## src/include/rrc_map.svh

```systemverilog
`ifndef RRC_MAP_SVH
`define RRC_MAP_SVH

// ==========================================================
// Register indices, loaded into the configuration index
`define RRC_IDX_UART2_BASE 8'h25
`define RRC_IDX_DMA_ROUTE 8'h26
`define RRC_IDX_IRQ_ROUTE 8'h27
`define RRC_IDX_SER_IRQ_ROUTE 8'h28

// ==========================================================
// Reset values
`define RRC_RESET_VALUE 8'h00

// ==========================================================
// Field positions
`define RRC_LO_SEL_MSB 3
`define RRC_HI_SEL_LSB 4
`define RRC_BASE_RSVD_BIT 0

// ==========================================================
// Selector codes
`define RRC_DMA_NONE 4'hF
`define RRC_DMA_CH1 4'h1
`define RRC_DMA_CH3 4'h3
`define RRC_IRQ_NONE 4'h0

`endif

```

## src/include/rrc_pkg.sv

```systemverilog
package rrc_pkg;
    // Four-bit routing selector
    typedef logic [3:0] rrc_sel_t;
    // Byte-wide register value
    typedef logic [7:0] rrc_byte_t;
    // Register access kind seen by the bus slave
    typedef enum logic [1:0] {
        RRC_ACC_IDLE,
        RRC_ACC_READ,
        RRC_ACC_WRITE
    } rrc_acc_t;
endpackage

```

## src/rrc_uart2_decode.sv

```systemverilog
`timescale 1ns/10ps
`include "rrc_map.svh"

// Second serial port address decoder
module rrc_uart2_decode (
    input wire logic [7:0] base_value,
    input wire logic [15:0] io_addr,
    input wire logic io_cycle,
    output logic uart2_enabled,
    output logic uart2_select,
    output logic [2:0] uart2_reg_offset
);
    import rrc_pkg::*;

    // ==========================================================
    // Decode
    always_comb begin
        uart2_enabled = (base_value[7:6] != 2'h0);
        uart2_select = io_cycle && uart2_enabled && (io_addr[15:10] == 6'h00)
            && (io_addr[9:3] == base_value[7:1]);
        // Register offset inside the port
        uart2_reg_offset = io_addr[2:0];
    end
endmodule

```

## src/rrc_line_drive.sv

```systemverilog
`timescale 1ns/10ps
`include "rrc_map.svh"

// Drives fifteen shared lines from up to four sources
module rrc_line_drive (
    input wire logic [15:0] sel_flat,
    input wire logic [3:0] src_active,
    input wire logic [3:0] src_level,
    output logic [15:1] line_out,
    output logic [15:1] line_oe_n
);
    import rrc_pkg::*;

    // ==========================================================
    // One driver slot per line
    genvar n;
    generate
        for (n = 1; n <= 15; n++) begin : g_line
            logic [3:0] hit;
            // Which sources choose this line
            always_comb begin
                for (int s = 0; s < 4; s++) begin
                    hit[s] = src_active[s] && (sel_flat[s*4 +: 4] == 4'(n));
                end
            end
            assign line_oe_n[n] = ~(|hit);
            assign line_out[n] = |(hit & src_level);
        end
    endgenerate
endmodule

```

## src/rrc_routing_config.sv

```systemverilog
`timescale 1ns/10ps
`include "rrc_map.svh"

module rrc_routing_config (
    // Host bus clock
    input wire logic clock,
    // Power-on reset, synchronous
    input wire logic reset,
    // High while in configuration state
    input wire logic config_state,
    // Index currently loaded by the host
    input wire logic [7:0] config_index_register,
    // Register index of this access
    input wire logic [7:0] cfg_addr,
    // Write data
    input wire logic [7:0] cfg_wdata,
    // One-cycle write strobe
    input wire logic cfg_write,
    // One-cycle read strobe
    input wire logic cfg_read,
    // Read data, cycle after strobe
    output rrc_pkg::rrc_byte_t cfg_rdata,
    // Host I/O address
    input wire logic [15:0] io_addr,
    // Host I/O cycle qualifier
    input wire logic io_cycle,
    // Second serial port switched on
    output logic uart2_enabled,
    // Second serial port address hit
    output logic uart2_select,
    // Register inside the port
    output logic [2:0] uart2_reg_offset,
    // Parallel port DMA request
    input wire logic parallel_dma_req,
    // Floppy controller DMA request
    input wire logic floppy_dma_req,
    // DMA channel request levels
    output logic [3:1] dma_req_out,
    // DMA channel drive enables, low drives
    output logic [3:1] dma_req_oe_n,
    // Parallel port interrupt level
    input wire logic parallel_irq,
    // Floppy controller interrupt level
    input wire logic floppy_irq,
    // First serial port interrupt level
    input wire logic serial_one_irq,
    // Second serial port interrupt level
    input wire logic serial_two_irq,
    // First serial port interrupt gate
    input wire logic serial_one_modem_aux_output_two,
    // Second serial port interrupt gate
    input wire logic serial_two_modem_aux_output_two,
    // Interrupt line levels
    output logic [15:1] irq_out,
    // Interrupt line drive enables, low drives
    output logic [15:1] irq_oe_n
);
    import rrc_pkg::*;

    // ==========================================================
    // Register state
    // Second serial port base, bits nine to three
    rrc_byte_t uart2_base_address_reg;
    // Its next value
    rrc_byte_t uart2_base_address_next;
    // DMA selectors for floppy and parallel
    rrc_byte_t fdc_pp_dma_route_reg;
    // Its next value
    rrc_byte_t fdc_pp_dma_route_next;
    // Interrupt selectors for floppy and parallel
    rrc_byte_t fdc_pp_irq_route_reg;
    // Its next value
    rrc_byte_t fdc_pp_irq_route_next;
    // Interrupt selectors for both serial ports
    rrc_byte_t serial_ports_irq_route_reg;
    // Its next value
    rrc_byte_t serial_ports_irq_route_next;
    // Registered read data
    rrc_byte_t cfg_rdata_reg;
    // Read data for the next cycle
    rrc_byte_t cfg_rdata_next;
    // Kind of strobe this cycle
    rrc_acc_t access_kind;
    // Access allowed by state and index
    logic access_ok;

    // ==========================================================
    // Access qualification
    always_comb begin
        // Classify the current strobe
        // Write wins if both strobes ever met
        if (cfg_write) begin
            access_kind = RRC_ACC_WRITE;
        end else if (cfg_read) begin
            // Read strobe alone
            access_kind = RRC_ACC_READ;
        end else begin
            // No strobe
            access_kind = RRC_ACC_IDLE;
        end
        // config state and index match
        // Outside config state nothing is touched
        access_ok = config_state && (cfg_addr == config_index_register);
    end

    // ==========================================================
    // Register next values
    always_comb begin
        uart2_base_address_next = uart2_base_address_reg;
        fdc_pp_dma_route_next = fdc_pp_dma_route_reg;
        fdc_pp_irq_route_next = fdc_pp_irq_route_reg;
        serial_ports_irq_route_next = serial_ports_irq_route_reg;
        if (access_kind == RRC_ACC_WRITE && access_ok) begin
            // Address decode of writes
            if (cfg_addr == `RRC_IDX_UART2_BASE) begin
                uart2_base_address_next = {cfg_wdata[7:1], 1'b0};
            end else if (cfg_addr == `RRC_IDX_DMA_ROUTE) begin
                // DMA selector byte
                fdc_pp_dma_route_next = cfg_wdata;
            end else if (cfg_addr == `RRC_IDX_IRQ_ROUTE) begin
                // Interrupt selector byte
                fdc_pp_irq_route_next = cfg_wdata;
            end else if (cfg_addr == `RRC_IDX_SER_IRQ_ROUTE) begin
                // Serial interrupt selector byte
                serial_ports_irq_route_next = cfg_wdata;
            end
            // Other indices belong elsewhere, ignored
        end
    end

    // ==========================================================
    // Read data next value
    always_comb begin
        // Unmapped or refused reads give zero
        cfg_rdata_next = 8'h00;
        if (access_kind == RRC_ACC_READ && access_ok) begin
            if (cfg_addr == `RRC_IDX_UART2_BASE) begin
                // Base, bit zero already stored as zero
                cfg_rdata_next = uart2_base_address_reg;
            end else if (cfg_addr == `RRC_IDX_DMA_ROUTE) begin
                // DMA selectors
                cfg_rdata_next = fdc_pp_dma_route_reg;
            end else if (cfg_addr == `RRC_IDX_IRQ_ROUTE) begin
                // Interrupt selectors
                cfg_rdata_next = fdc_pp_irq_route_reg;
            end else if (cfg_addr == `RRC_IDX_SER_IRQ_ROUTE) begin
                // Serial interrupt selectors
                cfg_rdata_next = serial_ports_irq_route_reg;
            end
        end
    end

    // ==========================================================
    // Registers
    always_ff @(posedge clock) begin
        if (reset) begin
            uart2_base_address_reg <= `RRC_RESET_VALUE;
            fdc_pp_dma_route_reg <= `RRC_RESET_VALUE;
            fdc_pp_irq_route_reg <= `RRC_RESET_VALUE;
            serial_ports_irq_route_reg <= `RRC_RESET_VALUE;
            cfg_rdata_reg <= 8'h00;
        end else begin
            // Load the computed next values
            uart2_base_address_reg <= uart2_base_address_next;
            fdc_pp_dma_route_reg <= fdc_pp_dma_route_next;
            fdc_pp_irq_route_reg <= fdc_pp_irq_route_next;
            serial_ports_irq_route_reg <= serial_ports_irq_route_next;
            cfg_rdata_reg <= cfg_rdata_next;
        end
    end

    // Read data one cycle after strobe
    // Zero outside that cycle, so a stale value never lingers
    assign cfg_rdata = cfg_rdata_reg;

    // ==========================================================
    // Second serial port decode
    // Pure combinational decode of the stored base
    rrc_uart2_decode u_decode (
        // Stored base address
        .base_value(uart2_base_address_reg),
        // Host address
        .io_addr(io_addr),
        // Host cycle qualifier
        .io_cycle(io_cycle),
        // Port switched on
        .uart2_enabled(uart2_enabled),
        // Address hit
        .uart2_select(uart2_select),
        // Register offset
        .uart2_reg_offset(uart2_reg_offset)
    );

    // ==========================================================
    // DMA routing
    // Two functions share three channels
    // A clash is a software error; parallel is given priority
    // Channel pins float unless a valid code picks them
    // Parallel port DMA code
    rrc_sel_t parallel_dma_selector;
    // Floppy controller DMA code
    rrc_sel_t floppy_dma_selector;
    // Code names a real channel, per function
    logic [1:0] dma_src_valid;

    always_comb begin
        parallel_dma_selector = fdc_pp_dma_route_reg[`RRC_LO_SEL_MSB:0];
        floppy_dma_selector = fdc_pp_dma_route_reg[7:`RRC_HI_SEL_LSB];
        // only codes one to three route
        dma_src_valid[0] = (parallel_dma_selector >= `RRC_DMA_CH1)
            && (parallel_dma_selector <= `RRC_DMA_CH3);
        dma_src_valid[1] = (floppy_dma_selector >= `RRC_DMA_CH1)
            && (floppy_dma_selector <= `RRC_DMA_CH3);
        for (int c = 1; c <= 3; c++) begin
            // Default: channel floats, level low
            dma_req_oe_n[c] = 1'b1;
            dma_req_out[c] = 1'b0;
            if (dma_src_valid[0] && parallel_dma_selector == 4'(c)) begin
                // Parallel port owns this channel
                dma_req_oe_n[c] = 1'b0;
                dma_req_out[c] = parallel_dma_req;
            end else if (dma_src_valid[1] && floppy_dma_selector == 4'(c)) begin
                // Floppy controller owns this channel
                dma_req_oe_n[c] = 1'b0;
                dma_req_out[c] = floppy_dma_req;
            end
        end
    end

    // ==========================================================
    // Interrupt routing
    // Four sources, fifteen lines, code zero routes nowhere
    // Shared lines are a software error; levels are ORed
    // so that the model stays defined, not to support sharing
    // Parallel port line code
    rrc_sel_t parallel_irq_selector;
    // Floppy controller line code
    rrc_sel_t floppy_irq_selector;
    // First serial port line code
    rrc_sel_t serial_one_irq_selector;
    // Second serial port line code
    rrc_sel_t serial_two_irq_selector;
    // Source may drive its line
    logic [3:0] irq_active;
    // Source interrupt level
    logic [3:0] irq_level;

    always_comb begin
        parallel_irq_selector = fdc_pp_irq_route_reg[`RRC_LO_SEL_MSB:0];
        floppy_irq_selector = fdc_pp_irq_route_reg[7:`RRC_HI_SEL_LSB];
        serial_one_irq_selector = serial_ports_irq_route_reg[7:`RRC_HI_SEL_LSB];
        serial_two_irq_selector = serial_ports_irq_route_reg[`RRC_LO_SEL_MSB:0];
        irq_active = {serial_two_modem_aux_output_two, serial_one_modem_aux_output_two,
            2'b11};
        irq_level = {serial_two_irq, serial_one_irq, floppy_irq, parallel_irq};
    end

    rrc_line_drive u_irq (
        // Selector per source, source zero lowest
        .sel_flat({serial_two_irq_selector, serial_one_irq_selector,
            floppy_irq_selector, parallel_irq_selector}),
        // Serial sources gated by their aux output
        .src_active(irq_active),
        // Source levels
        .src_level(irq_level),
        // Line levels
        .line_out(irq_out),
        // Line drive enables
        .line_oe_n(irq_oe_n)
    );
endmodule

```

## config.mk

```make
export PLATFORM = sky130hd
export DESIGN_NAME = rrc_routing_config
export DESIGN_NICKNAME = d
export VERILOG_FILES = /design/src/include/rrc_pkg.sv /design/src/rrc_uart2_decode.sv /design/src/rrc_line_drive.sv /design/src/rrc_routing_config.sv
export VERILOG_INCLUDE_DIRS = /design/src /design/src/include
export SDC_FILE = /design/constraint.sdc
export NUM_CORES = 1
export LEC_CHECK = 0
export ABC_CLOCK_PERIOD_IN_PS = 2400
export CAP_MARGIN = 30
export CORE_UTILIZATION = 42
export CTS_CLUSTER_SIZE = 30
export DETAILED_ROUTE_END_ITERATION = 8
export DONT_BUFFER_PORTS = 1
export SLEW_MARGIN = 5
export SYNTH_ARGS = -nofsm -noshare
export SYNTH_HDL_FRONTEND = slang
export SYNTH_SLANG_ARGS = --single-unit
```

## constraint.sdc

```tcl
create_clock -name clock -period 2.4 [get_ports clock]
set_clock_uncertainty 0.05 [all_clocks]
set_input_delay 0 -clock clock [delete_from_list [all_inputs] [get_ports clock]]
set_output_delay 0 -clock clock [all_outputs]
set_load 0.02 [all_outputs]
```

# Word level (Yosys, flattened, before mapping)
# Cells that the tools add are included.
# op_classes
magnitude_cmp,4
n_eq_ne,74
mux,18
n_bitwise,34
reduce_logical,82
# op_table
cell,n
$eq A4 B4 Y1 const B,32
$reduce_or A4 Y1,30
$eq A4 B3 Y1 const B,16
$and A4 B4 Y4,15
$eq A4 B2 Y1 const B,12
$logic_and A1 B1 Y1,44
$eq A8 B6 Y1 const B,4
$mux W8,4
$eq A4 B1 Y1 const B,6
$not A1 Y1,19
$mux W1,13
$eq A8 B8 Y1,1
$ge A4 B1 Y1 const B,2
$le A4 B2 Y1 const B,2
$eq A7 B7 Y1,1
$logic_not A6 Y1,1
$reduce_and A5 Y1,1
$reduce_and A4 Y1,1
$reduce_and A3 Y1,1
$reduce_or A3 Y1,1
$eq A2 B1 Y1 const B,1
$eq A2 B2 Y1 const B,1
$mux W2,1
$reduce_and A2 Y1,1
2 further kinds,2
# word_totals
reg_bits,39
in_bits,54
output_inout_bits,49
elab_cells,218

# Logic depth before layout (Yosys ltp)
# Gate-level depths: netlist of run 1.
# depth
depth_word,6
ltp_mapped,6
depth_no_buf,4

# Cells and area by module
# From an unflattened synthesis of run 1, not the netlist that was laid out.
# hier_totals
cells_unflattened,379
hier_area_um2,3304.4
# by_module_without_submodules
module,instances,cells_each,area_each_um2,seq_area_each_um2
rrc_routing_config,1,206,2079.5,780.7
rrc_line_drive,1,154,1096.1,0.0
rrc_uart2_decode,1,19,128.9,0.0

# Least setup slack after synthesis of run 1
# Ideal clock, no wire load.
# synth_timing
path_type,register to output
start,register serial_ports_irq_route_reg[7]
end,output port irq_out[8] (netlist bit)
t_arrival_ns,1.603
t_required_ns,2.350
setup_slack_ns,0.747
path_stages_with_launch,5
path_buffers,0
path_cell_list,dfxtp_1 > nand2_1 > nor2_1 > nand2_1 > o311ai_0
# synth_between
elab_chain_len,4
# synth_rtl
element,line,text
from (decl),rrc_routing_config.sv:75,rrc_byte_t serial_ports_irq_route_reg;
from (signal assigned),rrc_routing_config.sv:160,serial_ports_irq_route_reg <= `RRC_RESET_VALUE;
from (signal assigned),rrc_routing_config.sv:167,serial_ports_irq_route_reg <= serial_ports_irq_route_next;
$eq A4 B4 Y1,rrc_line_drive.sv:23,hit[s] = src_active[s] && (sel_flat[s*4 +: 4] == 4'(n));
$logic_and A1 B1 Y1,rrc_line_drive.sv:23,
$and A4 B4 Y4,rrc_line_drive.sv:27,assign line_out[n] = |(hit & src_level);
$reduce_or A4 Y1,rrc_line_drive.sv:27,
to (decl),rrc_routing_config.sv:54,"output logic [15:1] irq_out,"
# Every way passes these cells.

# Worst setup path in the final report of run 1
# layout_timing
start,input port cfg_write
end,register cfg_rdata_reg[5] (netlist: cfg_rdata[5])
# layout_between
elab_chain_len,5
# layout_rtl
element,line,text
from (decl),rrc_routing_config.sv:18,"input wire logic cfg_write,"
$mux W2,rrc_routing_config.sv:92,if (cfg_write) begin
$eq A2 B1 Y1,rrc_routing_config.sv:136,if (access_kind == RRC_ACC_READ && access_ok) begin
$logic_and A1 B1 Y1,rrc_routing_config.sv:136,
$not A1 Y1 (no line),-,
$reduce_or A2 Y1 (no line),-,
to (signal assigned),rrc_routing_config.sv:168,cfg_rdata_reg <= cfg_rdata_next;
to (decl),rrc_routing_config.sv:79,rrc_byte_t cfg_rdata_reg;
# Every way passes these cells.
# A chain may end at the register's enable or synchronous reset.

==> impl_results.md, run 1 <==
* Clock transition at the registers of the reported paths at roughly 0.08 ns
* Height of the die at 86.8 um
* Crit Path Class: input pin to register
* Final hold vios at 0
* Post-DRT Antenna Nets at 0
* Max_slew headroom at 0.368
* Crit start category: input pin
* Die area at 7540 um^2
* WL/cell at 20.2 um
* Worst Setup EP: cfg_rdata[5]
* R2R depth at 4
* Largest net degree at the start of global routing at 37
* YS warnings at 0
* # DRC at 0
* Min-Delay Path Class: input pin to register
* Top FF cell, synth: dfxtp_1
* Minimum clock period at 2.26 ns
* CP max FO at 4
* R2r setup slk at 0.78 ns
* Worst-margin pin slew at 0.946 ns
* Post-synth EDFFs at 0
* Pins over their slew limit at 0
* Largest family of logic cells by synthesized area: simple AND/OR/NAND/NOR gates
* Initial Util at 0.440
* First-pass GRT wire length at between 10 and 15 mm
* # clock sinks at 39
* Skew-Pair Late Insertion Delay at between 0.2 and 0.3 ns
* Net count of the finished layout at 435
* Via/cell ratio at 6.35
* Routability cong. at 0.881
* Synth Area in Compound Gates at 0.218
* Critical Path AT at 2.45 ns
* Worst-case vdd ir drop at ~0.00047 V
* Most common cell after layout, fill and taps aside: nand2b_1
* Most frequent cells in the layout: nand2b_1, dfxtp_1, mux2i_1
* Mapped Area at around 3000 um^2
* Initial antenna violation count at 0
* RSZ-0062 raised after global routing: no
* LEAKAGE at 0.00126 uW
* Cells after synthesis at 363
* Post-DP HPWL at 7.26 mm
* Count of cell types in the netlist at 50
* Simple-gate share of the synthesized area at 0.334
* Vias in the first global route at 2777
* Hold_ws at around 0.0018 ns
* Mux contribution to synthesized area at 0.110
* Clk root buf: clkbuf_8
* Reg-to-reg startpoint: serial_ports_irq_route_reg[5]
* DR iter-0 viols at between 200 and 250
* Layout fillers at 661
* Synth Net Count at between 400 and 500
* Post-CTS Setup Repair Bufs at 0
* Post-synthesis sequential area ratio at 0.258
* Die Wd at 86.8 um
* P&R area growth vs syn at 14.6%
* Asr flop ratio synth at 0
* Max Cap Violations at 0
* Synth Area in Adders at 0
* Core Area at about 6900 um^2
* Post-Route WL at 9.68 mm
* Multi-input gate area at 2130 um^2
* Total congestion overflow at 0
* Setup-failing EPs final at 0
* CP required at 2.59 ns
* # IOs at 103
* Outcome: completed
* FF/Latch Area at 781 um^2
* Antenna cells at 0
* Via Count at 3036
* Highest clock rate at between 400 and 500 MHz
* H-tree depth at 2
* Worst flop-to-flop path endpoint: cfg_rdata[5]
* PwrDens at 381 nW/um^2
* Synthesis-stage register bit count at 39
* XOR/XNOR Fraction of Synth Area at 0.0406
* Num CTS Buffers at 5
* Setup crit start: cfg_write
* Clock Tree Buf Depth at 2
* Setup crit end kind: register
* All-layer global routing usage at 0.251
* CTS tree: built
* Count of buffers from port buffering at 0
* Mean Syn Cell Area at 8.32 um^2
* Fin crit share at 0.941
* Detailed Routing Iterations Pass 1 at 7
* Setup TNS at 0 ns
* Ratio of cells with drive above 1 in the final layout at 0.0812
* Row count at 30
## worst min path at each step
stage	slack, ns	start	cells past startpoint	end
after global placement	-0.05	io_addr[0]	0	uart2_reg_offset[0]
after CTS	0.009	reset	2	fdc_pp_dma_route_reg[3]
final	0.002	reset	2	fdc_pp_irq_route_reg[3]
after detailed placement	-0.05	io_addr[0]	0	uart2_reg_offset[0]
after global routing	0.03	reset	2	serial_ports_irq_route_reg[3]
after floorplan	0.06	io_addr[0]	1	uart2_reg_offset[0]
## synth_stat cells, types with 6 or more instances
master    instances  area [um^2]
o21ai_0          15         75.1
a22oi_1           8         60.1
nand2b_1         52          325
a221oi_1         14          123
xnor2_1           6         52.6
dfxtp_1          39          781
mux2i_1          32          320
clkbuf_1         14         52.6
a22o_1            6         52.6
nand2_1          22         82.6
nor2_1           23         86.3
nand4_1           7         43.8
o22ai_1           9         56.3
nor2b_1          12         75.1
xor2_1            8         70.1
and2_1            8         50.1
a222oi_1         12          120
## through the flow
stage | util | std cells | setup slack, ns | cell area (um^2) | power (uW)
2_1_floorplan | - | 363 | 0.747 | 3020 | 750
3_3_place_gp | 0.456 | 449 | 0.695 | 3130 | 749
3_5_place_dp | 0.456 | 449 | 0.657 | 3130 | 750
4_1_cts | 0.502 | 477 | 0.0723 | 3450 | 1330
5_1_grt | 0.504 | 478 | 0.0736 | 3460 | 1360
6_report | 0.504 | 478 | 0.141 | 3460 | 1320
## power by group
part,total (uW),internal (uW),switching [uW]
registers,646,646,0.00621
clock network,546,309,236
logic,128,58.8,69.6
total,1320,1010,306
## worst max-delay path, stage by stage
cell           delay (ns)
dlygate4sd3_1        0.55
nor4b_2              0.33
dlygate4sd3_1        0.60
nand4_1              0.21
a21oi_1              0.19
dlygate4sd3_1        0.56
## per-layer routing
metal	wire length (um)	track usage	share of wire	up-vias
met5	0	0	0	-
met4	297	0.0985	0.031	0
met1	4180	0.314	0.43	1438
met2	4500	0.427	0.46	161
met3	695	0.0419	0.072	21
li1	-	-	-	1416
## kinds of logic (layout without fill, tap and decap cells)
logic type / count (synthesis) / in the layout
flops: 39 / 39
simple gates: 165 / 165
xor+xnor: 14 / 14
mux: 33 / 33
buf+inv: 27 / 46
compound gates: 85 / 85
## timing repair
item / CTS / global route
endpoints found under the hold margin: 42 / 2
gates resized for setup: 0 / 1
endpoints found under the setup margin: 0 / 1
hold buffers: 20 / 1
## layout make-up
type | instances | share of cell area
clock buffer | 5 | 0.0199
clock inverter | 3 | 0.0126
inverter | 5 | 0.00542
multi-input combinational | 297 | 0.615
sequential | 39 | 0.226
tap | 96 | 0.0347
timing repair buffer | 33 | 0.0867
No activity file was read; power rests on OpenSTA's default activity.
==> run 2, diff against run 1 <==
Settings changed: CAP_MARGIN 30 to 20, RECOVER_POWER set to 25.
==> run 2 against run 1 <==
  * Clock-buffer cell count did not move
  * Global-route usage did not move
  * Wire length barely moved
  * Sequential share of layout area rose by 0.30 points
  * Die area did not move
  * Maximum frequency rose by 0.77%
  * Sequential power barely moved
  * Design area fell by 1.3%
  * Via count rose by 0.43%
  * Combinational power fell by 5%
  * Critical path type unchanged
  * Largest cell class unchanged
  * Highest routed layer unchanged
==> impl_results.md, run 2 (same netlist as run 1, synthesis figures left out) <==
* # clock sinks at 39
* PwrDens at just under 400 nW/um^2
* Post-CTS Setup Repair Bufs at 0
* Minimum clock period at 2.24 ns
* Post-DP HPWL at 7.26 mm
* Height of the die at 86.8 um
* Worst-margin pin slew at 0.954 ns
* LEAKAGE at 0.00124 uW
* Worst-case vdd ir drop at 0.000473 V
* Clock transition at the registers of the reported paths at 0.08 ns
* Setup crit end kind: register
* Hold_sp: reset
* Count of buffers from port buffering at 0
* P&R area growth vs syn at 13.1%
* Final core utilization at 0.497
* Net count of the finished layout at 435
* All-layer global routing usage at 0.251
* Clk root buf: clkbuf_8
* WL/cell at 20.2 um
* Crit Path Class: input pin to register
* Setup-failing EPs final at 0
* Highest clock rate at 446 MHz
* CP max FO at 4
* Worst flop-to-flop path endpoint: cfg_rdata[5]
* H-tree depth at 2
* Routability cong. at 0.881
* Hold_ws at 0.00407 ns
* # IOs at 103
* Most common cell after layout, fill and taps aside: nand2b_1
* Most frequent cells in the layout: nand2b_1, dfxtp_1, mux2i_1
* Crit start category: input pin
* Skew-Pair Late Insertion Delay at 0.29 ns
* Min-Delay Path Class: input pin to register
* Antenna cells at 0
* Outcome: completed
* Num CTS Buffers at 5
* Final Non-Filler Cells at roughly 480
* Initial antenna violation count at 0
* Post-placement cell count at ~450
* RSZ-0062 raised after global routing: no
* Initial Util at 0.440
* Die Wd at about 87 um
* Max Cap Violations at 0
* Detailed Routing Iterations Pass 1 at 5
* Ratio of cells with drive above 1 in the final layout at 0.0733
* Setup crit start: cfg_write
* Core Area at roughly 6900 um^2
* Max_slew headroom at 0.362
* Reg-to-reg startpoint: serial_ports_irq_route_reg[5]
* Via/cell ratio at 6.38
* CP required at 2.59 ns
* Die area at 7540 um^2
* DR iter-0 viols at 200
* Pins over their slew limit at 0
* Via Count at 3049
* R2r setup slk at 0.78 ns
* Setup TNS at 0 ns
* Post-DRT Antenna Nets at 0
* Final hold vios at 0
* Total chip power at around 1300 uW
* Total congestion overflow at 0
* First-pass GRT wire length at between 10 and 15 mm
* Critical Path AT at 2.43 ns
* Post-Route WL at 9.67 mm
* # DRC at 0
* Row count at 30
* Clock Tree Buf Depth at 2
* R2R depth at 4
* Worst Setup EP: cfg_rdata[5]
* Vias in the first global route at 2777
* Fin crit share at 0.934
* CTS tree: built
* Layout fillers at 667
* Largest net degree at the start of global routing at 37
run 2: cell counts in the layout (fill, tap and decap cells not counted):
Identical to the previous run, type by type.
run 2: worst min-delay path by stage:
| stage | endpoint | cells after the start | slack (ns) |
|---|---|---|---|
| 2_1_floorplan | uart2_reg_offset[0] | 1 | 0.06 |
| 3_3_place_gp | uart2_reg_offset[0] | 0 | -0.05 |
| 3_5_place_dp | uart2_reg_offset[0] | 0 | -0.05 |
| 4_1_cts | fdc_pp_dma_route_reg[3] | 2 | 0.009 |
| 5_1_grt | serial_ports_irq_route_reg[3] | 2 | 0.03 |
| 6_report | fdc_pp_irq_route_reg[3] | 2 | 0.004 |
run 2: where the power goes:
part | internal, uW | leakage, uW | total (uW) | switching (uW)
clock | 310 | 0.0000581 | 548 | 239
combinational | 58.3 | 0.000870 | 122 | 63.7
sequential | 646 | 0.000314 | 646 | 0.00621
run 2: metrics by stage:
stage	setup WS (ns)	area, um^2
2_1_floorplan	0.747	3020
3_3_place_gp	0.695	3130
3_5_place_dp	0.657	3130
4_1_cts	0.0723	3450
5_1_grt	0.0799	3420
6_report	0.159	3420
run 2: layout make-up:
type | instances | area (um^2) | area share
Clock buffer | 5 | 68.8 | 0.0201
Tap cell | 96 | 120 | 0.0352
Inverter | 5 | 18.8 | 0.00549
Multi-Input combinational cell | 297 | 2080 | 0.610
Timing Repair Buffer | 33 | 300 | 0.0879
Clock inverter | 3 | 43.8 | 0.0128
Sequential cell | 39 | 781 | 0.228
run 2: critical path, cell delays in order:
cell           delay, ns
dlygate4sd3_1       0.55
nor4b_2             0.33
dlygate4sd3_1       0.60
nand4_1             0.21
a21oi_1             0.19
dlygate4sd3_1       0.56
run 2: per-layer routing:
layer,share of wire,GRT usage,routed length (um)
met1,0.42,0.314,4100
met2,0.47,0.427,4530
met3,0.076,0.0419,740
met4,0.032,0.0985,306
met5,0,0,0
run 2: repair_timing:
item                                    in CTS  in global routing
gates resized for setup                      0                  1
endpoints found under the setup margin       0                  1
hold buffers                                20                  1
endpoints found under the hold margin       42                  2
